==> config.mk <==
export PLATFORM = sky130hd
export DESIGN_NAME = pscr_regs
export DESIGN_NICKNAME = d
export VERILOG_FILES = /design/src/hw/pscr_wb_slave.v /design/src/hw/pscr_irq_bank.v /design/src/hw/pscr_regs.v
export VERILOG_INCLUDE_DIRS = /design/src /design/src/common
export SDC_FILE = /design/constraint.sdc
export NUM_CORES = 1
export LEC_CHECK = 0
export BUFFER_PORTS_ARGS = -buffer_cell sky130_fd_sc_hd__buf_2
export CORE_MARGIN = 5
export CORE_UTILIZATION = 50
export CTS_BUF_LIST = sky130_fd_sc_hd__clkbuf_4 sky130_fd_sc_hd__clkbuf_8
export CTS_CLUSTER_DIAMETER = 120
export DETAILED_ROUTE_END_ITERATION = 6
export MAX_ROUTING_LAYER = met4
export PLACE_DENSITY = 0.77
export SYNTH_ARGS = -nofsm -noshare
export SYNTH_HDL_FRONTEND = slang
export SYNTH_SLANG_ARGS = --single-unit
==> constraint.sdc <==
create_clock -name ref_clk_in -period 1.7 [get_ports ref_clk_in]
set_input_delay 0.34 -clock ref_clk_in [delete_from_list [all_inputs] [get_ports ref_clk_in]]
set_output_delay 0.34 -clock ref_clk_in [all_outputs]
set_load 0.01 [all_outputs]
==> src/common/pscr_defines.vh <==
`ifndef PSCR_DEFINES_VH
`define PSCR_DEFINES_VH

// ----------------------------------------------------------------
// register indices (byte address is four times the index)
// ----------------------------------------------------------------
`define PSCR_IDX_W 6
`define PSCR_IDX_CW_LO 6'h1b
`define PSCR_IDX_CW_HI 6'h1c
`define PSCR_IDX_BW 6'h25
`define PSCR_IDX_CAP 6'h26
`define PSCR_IDX_PG 6'h27
`define PSCR_IDX_OV 6'h28
`define PSCR_IDX_IRQ_STAT 6'h30
`define PSCR_IDX_IRQ_MASK 6'h31

// ----------------------------------------------------------------
// reset values
// ----------------------------------------------------------------
`define PSCR_RST_BYTE 8'h00
`define PSCR_RST_IRQ 16'h0000
`define PSCR_CAP_VALUE 8'hdf

// ----------------------------------------------------------------
// bandwidth register fields
// ----------------------------------------------------------------
`define PSCR_BW1_HI 3
`define PSCR_BW1_LO 2
`define PSCR_BW2_HI 1
`define PSCR_BW2_LO 0

// ----------------------------------------------------------------
// fault bit positions, shared by power-good and overvoltage
// ----------------------------------------------------------------
`define PSCR_FLT_FOCUS 7
`define PSCR_FLT_AUX1 6
`define PSCR_FLT_AUX2 5
`define PSCR_FLT_CONV1 3
`define PSCR_FLT_CONV2 2

// ----------------------------------------------------------------
// colour wheel scale: one code step in nanovolts, full scale in mV
// ----------------------------------------------------------------
`define PSCR_CW_STEP_NV 76294
`define PSCR_CW_FULL_MV 5000

// ----------------------------------------------------------------
// bus widths and byte lanes
// ----------------------------------------------------------------
`define PSCR_IRQ_W 16
`define PSCR_LANE0 0
`define PSCR_LANE1 1
`define PSCR_ZERO32 32'h0000_0000

`endif

==> src/hw/pscr_wb_slave.v <==
`include "pscr_defines.vh"

// classic wishbone handshake: one wait state, ack for one cycle
module pscr_wb_slave (
    // clock and reset
    input wire ref_clk_in,
    input wire rstn_in,
    // wishbone request
    input wire wb_cyc_in,
    input wire wb_stb_in,
    input wire wb_we_in,
    input wire [7:0] wb_adr_in,
    // decoded request
    output wire take_out,
    output wire wr_take_out,
    output wire [`PSCR_IDX_W-1:0] idx_out,
    output wire ack_out
);

    reg ack_r; // answer flag, one cycle

    // request taken once; ack_r blocks a second take of same cycle
    assign take_out = wb_cyc_in & wb_stb_in & ~ack_r;
    assign wr_take_out = take_out & wb_we_in;
    // byte address down to word index
    assign idx_out = wb_adr_in[7:2];
    assign ack_out = ack_r;

    // ack follows the take by one edge, drops the cycle after
    always @(posedge ref_clk_in or negedge rstn_in) begin
        if (!rstn_in) begin
            ack_r <= 1'b0;
        end else begin
            ack_r <= take_out;
        end
    end

endmodule // pscr_wb_slave

==> src/hw/pscr_irq_bank.v <==
`include "pscr_defines.vh"

// sticky event bits, write-one-to-clear, masked level interrupt
module pscr_irq_bank (
    // clock and reset
    input wire ref_clk_in,
    input wire rstn_in,
    // events and control
    input wire [`PSCR_IRQ_W-1:0] event_in,
    input wire [`PSCR_IRQ_W-1:0] clear_in,
    input wire [`PSCR_IRQ_W-1:0] mask_in,
    // state
    output wire [`PSCR_IRQ_W-1:0] status_out,
    output wire irq_out
);

    reg [`PSCR_IRQ_W-1:0] status_r; // sticky event bits
    reg irq_r; // registered interrupt level

    assign status_out = status_r;
    assign irq_out = irq_r;

    // set beats clear so an event in the clearing cycle survives
    always @(posedge ref_clk_in or negedge rstn_in) begin
        if (!rstn_in) begin
            status_r <= `PSCR_RST_IRQ;
        end else begin
            status_r <= (status_r & ~clear_in) | event_in;
        end
    end

    // level output, one cycle behind the status bits
    always @(posedge ref_clk_in or negedge rstn_in) begin
        if (!rstn_in) begin
            irq_r <= 1'b0;
        end else begin
            irq_r <= |(status_r & mask_in);
        end
    end

endmodule // pscr_irq_bank

==> src/hw/pscr_regs.v <==
`include "pscr_defines.vh"

// ----------------------------------------------------------------
// power controller status and configuration registers
// ----------------------------------------------------------------
module pscr_regs (
    // clock and reset
    input wire ref_clk_in,
    input wire rstn_in,
    // wishbone slave
    input wire wb_cyc_in,
    input wire wb_stb_in,
    input wire wb_we_in,
    input wire [7:0] wb_adr_in,
    input wire [3:0] wb_sel_in,
    input wire [31:0] wb_dat_in,
    output wire [31:0] wb_dat_out,
    output wire wb_ack_out,
    // power-good failure levels from the converters
    input wire focus_buck_pgood_fail_in,
    input wire aux_buck1_pgood_fail_in,
    input wire aux_buck2_pgood_fail_in,
    input wire light_conv1_pgood_fail_in,
    input wire light_conv2_pgood_fail_in,
    // overvoltage failure levels from the converters
    input wire focus_buck_overvolt_in,
    input wire aux_buck1_overvolt_in,
    input wire aux_buck2_overvolt_in,
    input wire light_conv1_overvolt_in,
    input wire light_conv2_overvolt_in,
    // settings to the analogue side
    output wire [15:0] color_wheel_level_out,
    output wire [1:0] light_loop_bw_conv1_out,
    output wire [1:0] light_loop_bw_conv2_out,
    // interrupt
    output wire irq_out
);

    // ----------------------------------------------------------------
    // declarations
    // ----------------------------------------------------------------
    wire take; // request accepted this cycle
    wire wr_take; // write accepted this cycle
    wire [`PSCR_IDX_W-1:0] idx; // word index of the request
    wire [`PSCR_IRQ_W-1:0] irq_status; // sticky event bits
    wire [`PSCR_IRQ_W-1:0] irq_events; // new faults this cycle
    wire lane0_wr; // write hits byte lane 0
    wire lane1_wr; // write hits byte lane 1

    reg [7:0] color_wheel_level_low_r; // low byte of wheel code
    reg [7:0] color_wheel_level_high_r; // high byte of wheel code
    reg [7:0] light_loop_bandwidth_r; // bandwidth select byte
    reg [7:0] rail_power_good_faults_r; // live power-good faults
    reg [7:0] rail_overvoltage_faults_r; // live overvoltage faults
    reg [7:0] pg_prev_r; // power-good faults, one cycle back
    reg [7:0] ov_prev_r; // overvoltage faults, one cycle back
    reg [`PSCR_IRQ_W-1:0] irq_mask_r; // interrupt enables
    reg [31:0] rd_dat_r; // read data held for the master
    reg [7:0] pg_nxt; // next power-good image
    reg [7:0] ov_nxt; // next overvoltage image
    reg [31:0] rd_nxt; // read mux result
    reg [`PSCR_IRQ_W-1:0] irq_clear; // write-one-to-clear vector

    // ----------------------------------------------------------------
    // bus handshake
    // ----------------------------------------------------------------
    pscr_wb_slave u_wb (
        .ref_clk_in(ref_clk_in),
        .rstn_in(rstn_in),
        .wb_cyc_in(wb_cyc_in),
        .wb_stb_in(wb_stb_in),
        .wb_we_in(wb_we_in),
        .wb_adr_in(wb_adr_in),
        .take_out(take),
        .wr_take_out(wr_take),
        .idx_out(idx),
        .ack_out(wb_ack_out)
    );

    // registers but the interrupt pair are one byte wide; lane 0 carries all of them
    assign lane0_wr = wr_take & wb_sel_in[`PSCR_LANE0];
    // the interrupt registers also use lane 1
    assign lane1_wr = wr_take & wb_sel_in[`PSCR_LANE1];

    // ----------------------------------------------------------------
    // colour wheel level
    // ----------------------------------------------------------------
    // two bytes written separately; software should write low then
    // high, since the analogue side sees each byte as it lands
    always @(posedge ref_clk_in or negedge rstn_in) begin
        if (!rstn_in) begin
            color_wheel_level_low_r <= `PSCR_RST_BYTE;
            color_wheel_level_high_r <= `PSCR_RST_BYTE;
        end else begin
            // low byte store
            if (lane0_wr && idx == `PSCR_IDX_CW_LO) begin
                color_wheel_level_low_r <= wb_dat_in[7:0];
            end
            // high byte store
            if (lane0_wr && idx == `PSCR_IDX_CW_HI) begin
                color_wheel_level_high_r <= wb_dat_in[7:0];
            end
        end
    end

    // code times the step gives nanovolts, 0xffff lands at 4999.93 mV, just below full scale
    assign color_wheel_level_out = {color_wheel_level_high_r,
                                    color_wheel_level_low_r};

    // ----------------------------------------------------------------
    // converter bandwidth boost
    // ----------------------------------------------------------------
    // reserved upper nibble is never stored, so it reads back zero
    always @(posedge ref_clk_in or negedge rstn_in) begin
        if (!rstn_in) begin
            light_loop_bandwidth_r <= `PSCR_RST_BYTE;
        end else if (lane0_wr && idx == `PSCR_IDX_BW) begin
            light_loop_bandwidth_r <= {4'h0,
                wb_dat_in[`PSCR_BW1_HI:`PSCR_BW2_LO]};
        end
    end

    // codes 0..3 give 0, 1.9, 4.7 and 9.3 db of extra loop gain
    assign light_loop_bw_conv1_out =
        light_loop_bandwidth_r[`PSCR_BW1_HI:`PSCR_BW1_LO];
    assign light_loop_bw_conv2_out =
        light_loop_bandwidth_r[`PSCR_BW2_HI:`PSCR_BW2_LO];

    // ----------------------------------------------------------------
    // fault images
    // ----------------------------------------------------------------
    // build each status byte from the live fault levels; reserved
    // positions are simply never set
    always @* begin
        pg_nxt = `PSCR_RST_BYTE;
        pg_nxt[`PSCR_FLT_FOCUS] = focus_buck_pgood_fail_in;
        pg_nxt[`PSCR_FLT_AUX1] = aux_buck1_pgood_fail_in;
        pg_nxt[`PSCR_FLT_AUX2] = aux_buck2_pgood_fail_in;
        pg_nxt[`PSCR_FLT_CONV1] = light_conv1_pgood_fail_in;
        pg_nxt[`PSCR_FLT_CONV2] = light_conv2_pgood_fail_in;
        ov_nxt = `PSCR_RST_BYTE;
        ov_nxt[`PSCR_FLT_FOCUS] = focus_buck_overvolt_in;
        ov_nxt[`PSCR_FLT_AUX1] = aux_buck1_overvolt_in;
        ov_nxt[`PSCR_FLT_AUX2] = aux_buck2_overvolt_in;
        ov_nxt[`PSCR_FLT_CONV1] = light_conv1_overvolt_in;
        ov_nxt[`PSCR_FLT_CONV2] = light_conv2_overvolt_in;
    end

    // status follows the fault level; no bus write reaches it, and
    // nothing here drives a shutdown path, faults are report-only
    always @(posedge ref_clk_in or negedge rstn_in) begin
        if (!rstn_in) begin
            rail_power_good_faults_r <= `PSCR_RST_BYTE;
            rail_overvoltage_faults_r <= `PSCR_RST_BYTE;
            pg_prev_r <= `PSCR_RST_BYTE;
            ov_prev_r <= `PSCR_RST_BYTE;
        end else begin
            rail_power_good_faults_r <= pg_nxt;
            rail_overvoltage_faults_r <= ov_nxt;
            pg_prev_r <= rail_power_good_faults_r;
            ov_prev_r <= rail_overvoltage_faults_r;
        end
    end

    // ----------------------------------------------------------------
    // interrupts
    // ----------------------------------------------------------------
    // a fault's rising edge is the event; a fault that stays up is
    // still visible in the live status but raises no second event
    assign irq_events = {rail_overvoltage_faults_r & ~ov_prev_r,
                         rail_power_good_faults_r & ~pg_prev_r};

    // write-one-to-clear per byte lane of the status word
    always @* begin
        irq_clear = `PSCR_RST_IRQ;
        if (idx == `PSCR_IDX_IRQ_STAT) begin
            if (lane0_wr) begin
                irq_clear[7:0] = wb_dat_in[7:0];
            end
            if (lane1_wr) begin
                irq_clear[15:8] = wb_dat_in[15:8];
            end
        end
    end

    // mask register, same layout as status
    always @(posedge ref_clk_in or negedge rstn_in) begin
        if (!rstn_in) begin
            irq_mask_r <= `PSCR_RST_IRQ;
        end else if (idx == `PSCR_IDX_IRQ_MASK) begin
            // low byte: power-good events
            if (lane0_wr) begin
                irq_mask_r[7:0] <= wb_dat_in[7:0];
            end
            // high byte: overvoltage events
            if (lane1_wr) begin
                irq_mask_r[15:8] <= wb_dat_in[15:8];
            end
        end
    end

    pscr_irq_bank u_irq (
        .ref_clk_in(ref_clk_in),
        .rstn_in(rstn_in),
        .event_in(irq_events),
        .clear_in(irq_clear),
        .mask_in(irq_mask_r),
        .status_out(irq_status),
        .irq_out(irq_out)
    );

    // ----------------------------------------------------------------
    // read path
    // ----------------------------------------------------------------
    // unmapped words read zero and are still acknowledged, so a
    // stray access never hangs the bus
    always @* begin
        rd_nxt = `PSCR_ZERO32;
        case (idx)
            `PSCR_IDX_CW_LO: begin
                rd_nxt[7:0] = color_wheel_level_low_r;
            end
            `PSCR_IDX_CW_HI: begin
                rd_nxt[7:0] = color_wheel_level_high_r;
            end
            `PSCR_IDX_BW: begin
                rd_nxt[7:0] = light_loop_bandwidth_r;
            end
            `PSCR_IDX_CAP: begin
                // fixed options: lamp auto-off, external switch, wheel,
                // both ldos from nonvolatile setup, both mirror bucks
                rd_nxt[7:0] = `PSCR_CAP_VALUE;
            end
            `PSCR_IDX_PG: begin
                rd_nxt[7:0] = rail_power_good_faults_r;
            end
            `PSCR_IDX_OV: begin
                rd_nxt[7:0] = rail_overvoltage_faults_r;
            end
            `PSCR_IDX_IRQ_STAT: begin
                rd_nxt[15:0] = irq_status;
            end
            `PSCR_IDX_IRQ_MASK: begin
                rd_nxt[15:0] = irq_mask_r;
            end
            default: begin
                rd_nxt = `PSCR_ZERO32;
            end
        endcase
    end

    // data captured at the take edge, stands with ack and after it
    always @(posedge ref_clk_in or negedge rstn_in) begin
        if (!rstn_in) begin
            rd_dat_r <= `PSCR_ZERO32;
        end else if (take && !wb_we_in) begin
            rd_dat_r <= rd_nxt;
        end
    end

    assign wb_dat_out = rd_dat_r;

endmodule // pscr_regs

==> impl_metrics.csv <==
group,metric,value,unit
outcome,status,"finished with violations",
outcome,violations,"negative hold slack",
timing,setup_ws,0.04399,ns
yosys,synth_fa_ha_area_frac,0,
layout,area.growth.synth_to_final,23.94,%
clocking,htreeDepth,3,
layout,fin_area,0.004922,sq mm
timing,slew_headroom,0.6411,
floorplanning,ios,113,
yosys,synthXorXnorAreaFrac,0,
layout,nFillCells,621,
floorplanning,dieArea,0.009825,sq mm
timing,worst_slew_pin_slew,0.5248,ns
clocking,clockRootBuffer,"clkbuf_8",
power_and_ir_drop,p_leak,2.505,nW
worst_setup_path,required,1.93,ns
global_route,grtUsageTotal,0.2125,
yosys,yosys-top-cells-count,"90 x dfrtp_1, 27 x mux2_2, 22 x inv_1, 20 x nor2_1, 17 x buf_4",
worst_setup_path,arrival,1.89,ns
clocking,cts_hold_buffers,0,
clocking,clkSinkCount,90,
worst_setup_path,path_class,"flop to flop",
floorplanning,placement_rows,32,
placement,placed_area,0.004687,sq mm
power_and_ir_drop,power_density,893.6,mW/mm^2
layout,drive_gt1_frac,0.4174,
yosys,ys_types,47,
yosys,synth_edf_count,0,
yosys,seq_area_frac_synth,0.5671,
clocking,cts-buffers-inserted,9,
route,vias_per_cell,5.454,
layout,antenna_cells,0,
timing,post-route-period-util,0.9741,
timing,finalMaxSlewViolations,0,
yosys,netlist.top_cell.by_area,"dfrtp_1",
route,drc,0,
route,first_iter_violations,189,
yosys,netlist_instances,316,
timing,fin_skew,0.003555,ns
yosys,synthesis.area,0.003971,sq mm
layout,layout.nets,490,
clocking,cts_max_path_buffers,2,
yosys,synth_compound_gate_area_share,0.1399,
placement,port_buffers,76,
global_route,antenna_found_initial,0,
timing,grt_setup_unrepaired,"no",
floorplanning,fp.dieW,99.12,um
floorplanning,core_area,0.007727,sq mm
power_and_ir_drop,ir_drop,0.0006881,V
yosys,yosysWarnings,0,
timing,hold_viol_final,5,
power_and_ir_drop,p_total,4.399,mW
yosys,synth_simple_gate_area_frac,0.1122,
global_route,grt_overflow,0,
yosys,synthArstFlopShare,1.000,
route,dr.pass1.iters,5,
timing,period_needed,1.656,ns
timing,setup_viol,0,
yosys,syn_area_per_cell,12.57,sq um
yosys,ys_ff_latch,90,
global_route,grt_first_pass_wirelength,15690,um
timing,hold_ws,-0.006569,ns
route,post_drt_wl_per_cell,17.85,um
timing,max_freq,603.9,MHz
hold_path,hold_class,"primary input to async pin",
clocking,cts_setup_buffers,0,
route,ant_nets,0,
worst_setup_path,startpoint_type,"flop",
floorplanning,start_util,0.5139,
floorplanning,die_y,99.12,um
placement,hpwlAfterDp,7123,um
worst_setup_path,worst-path-max-fanout,4,
global_route,grt_pass1_vias,3105,
yosys,yosys.area.top_type_share,0.5671,
placement,gp_congestion,0.8806,
worst_setup_path,endpoint_kind,"flop",
global_route,grt_start_max_net_pins,91,
yosys,synth_mux_area_frac,0.1172,
route,wl,9602,um
yosys,synth_top_family_by_area,"compound AO/OA/AOI/OAI gates",
yosys,yosys-top-cells-area,"dfrtp_1 57%, mux2_2 7.7%, buf_4 3.2%",
route,vias,2934,
yosys,yosysMostFrequentCell,"dfrtp_1",
yosys,ys.flop_type,"dfrtp_1",
clocking,clock_latency,0.36,ns
placement,dp_slack,-0.06645,ns
clocking,cts_tree,"built",
clocking,clkTransAtPathRegs,0.08,ns
run,maxCapViolCount,0,
-- layout make-up --
| cell class | instances | area, sq um | area share |
|---|---|---|---|
| Sequential cell | 90 | 2252 | 0.4575 |
| Timing Repair Buffer | 113 | 701.9 | 0.1426 |
| Multi-Input combinational cell | 195 | 1540 | 0.3129 |
| Clock inverter | 6 | 80.08 | 0.01627 |
| Inverter | 22 | 82.58 | 0.01678 |
| Tap cell | 102 | 127.6 | 0.02593 |
| Clock buffer | 10 | 137.6 | 0.02796 |
-- critical path, cell delays in order, from the launching register on --
cell and delay [ns]:
dfrtp_1 0.40, and4bb_2 0.36, o21ai_1 0.20, a2111oi_1 0.44, a211oi_1 0.12
-- stage by stage --
stage / std cells / util / TNS [ns] / hold slack, ns
after CTS: 538 / 0.6363 / 0 / 0.02228
after global placement: 522 / 0.6065 / -0.3781 / 0.3592
after detailed placement: 522 / 0.6065 / -0.7274 / 0.3669
after floorplan: 331 / - / 0 / 0.04441
final: 538 / 0.6370 / 0 / -0.006569
after global routing: 538 / 0.6370 / 0 / 0.01786
-- per-layer routing --
layer / share of wire / GRT usage / vias to the layer above
li1: - / - / 1348
met1: 0.45 / 0.2856 / 1450
met2: 0.46 / 0.3146 / 119
met3: 0.072 / 0.05680 / 17
met4: 0.016 / 0.07143 / 0
met5: 0 / - / -
-- power breakdown --
part	switching, mW	total, mW	internal [mW]
clock network	0.724	1.58	0.858
logic	0.282	0.491	0.209
registers	0.0708	2.33	2.26
-- cells by family after synthesis --
logic type | after synthesis
buffers and inverters | 46
flip-flops | 90
multiplexers | 39
AO/OA/AOI/OAI | 74
AND/OR/NAND/NOR | 66
other | 1
-- flip-flops by register name (all words and copies together) (netlist names), 4 cells and up --
name	count
color_wheel_level_high_r	8
color_wheel_level_low_r	8
irq_mask_r	16
light_loop_bandwidth_r	4
ov_prev_r	5
pg_prev_r	5
rail_overvoltage_faults_r	5
rail_power_good_faults_r	5
u_irq.status_out	16
wb_dat_out	16
-- worst paths after layout --
| path | cells after the start | startpoint | endpoint | slack, ns |
|---|---|---|---|---|
| max | 4 | u_wb.ack_out | wb_dat_out[6] | 0.04 |
| max in group asynchronous | 2 | rstn_in | u_irq.status_out[2] | 1.31 |
| min reg2reg | 0 | rail_power_good_faults_r[5] | pg_prev_r[5] | 0.39 |
| min | 2 | rstn_in | color_wheel_level_low_r[6] | -0.007 |
| min in group ref_clk_in | 1 | focus_buck_pgood_fail_in | rail_power_good_faults_r[7] | 0.08 |
| max reg2reg | 4 | u_wb.ack_out | wb_dat_out[6] | 0.04 |
-- placed cells by master, fill, tap and decap left out, drive strengths merged, types with 6 or more instances in the layout --
cell      n
a21boi    6
inv      22
nor2     25
a221oi    7
dfrtp    90
nor3      9
a22oi    11
mux2     36
buf     113
conb     16
a22o     10
nand2    16
clkbuf   10
a21oi    14
-- what timing repair did --
| item | CTS | global route |
|---|---|---|
| gates resized for setup | 3 | 2 |
| setup endpoints to repair | 1 | 3 |
| pin swaps | 0 | 3 |
No activity file was read; power rests on OpenSTA's default activity.
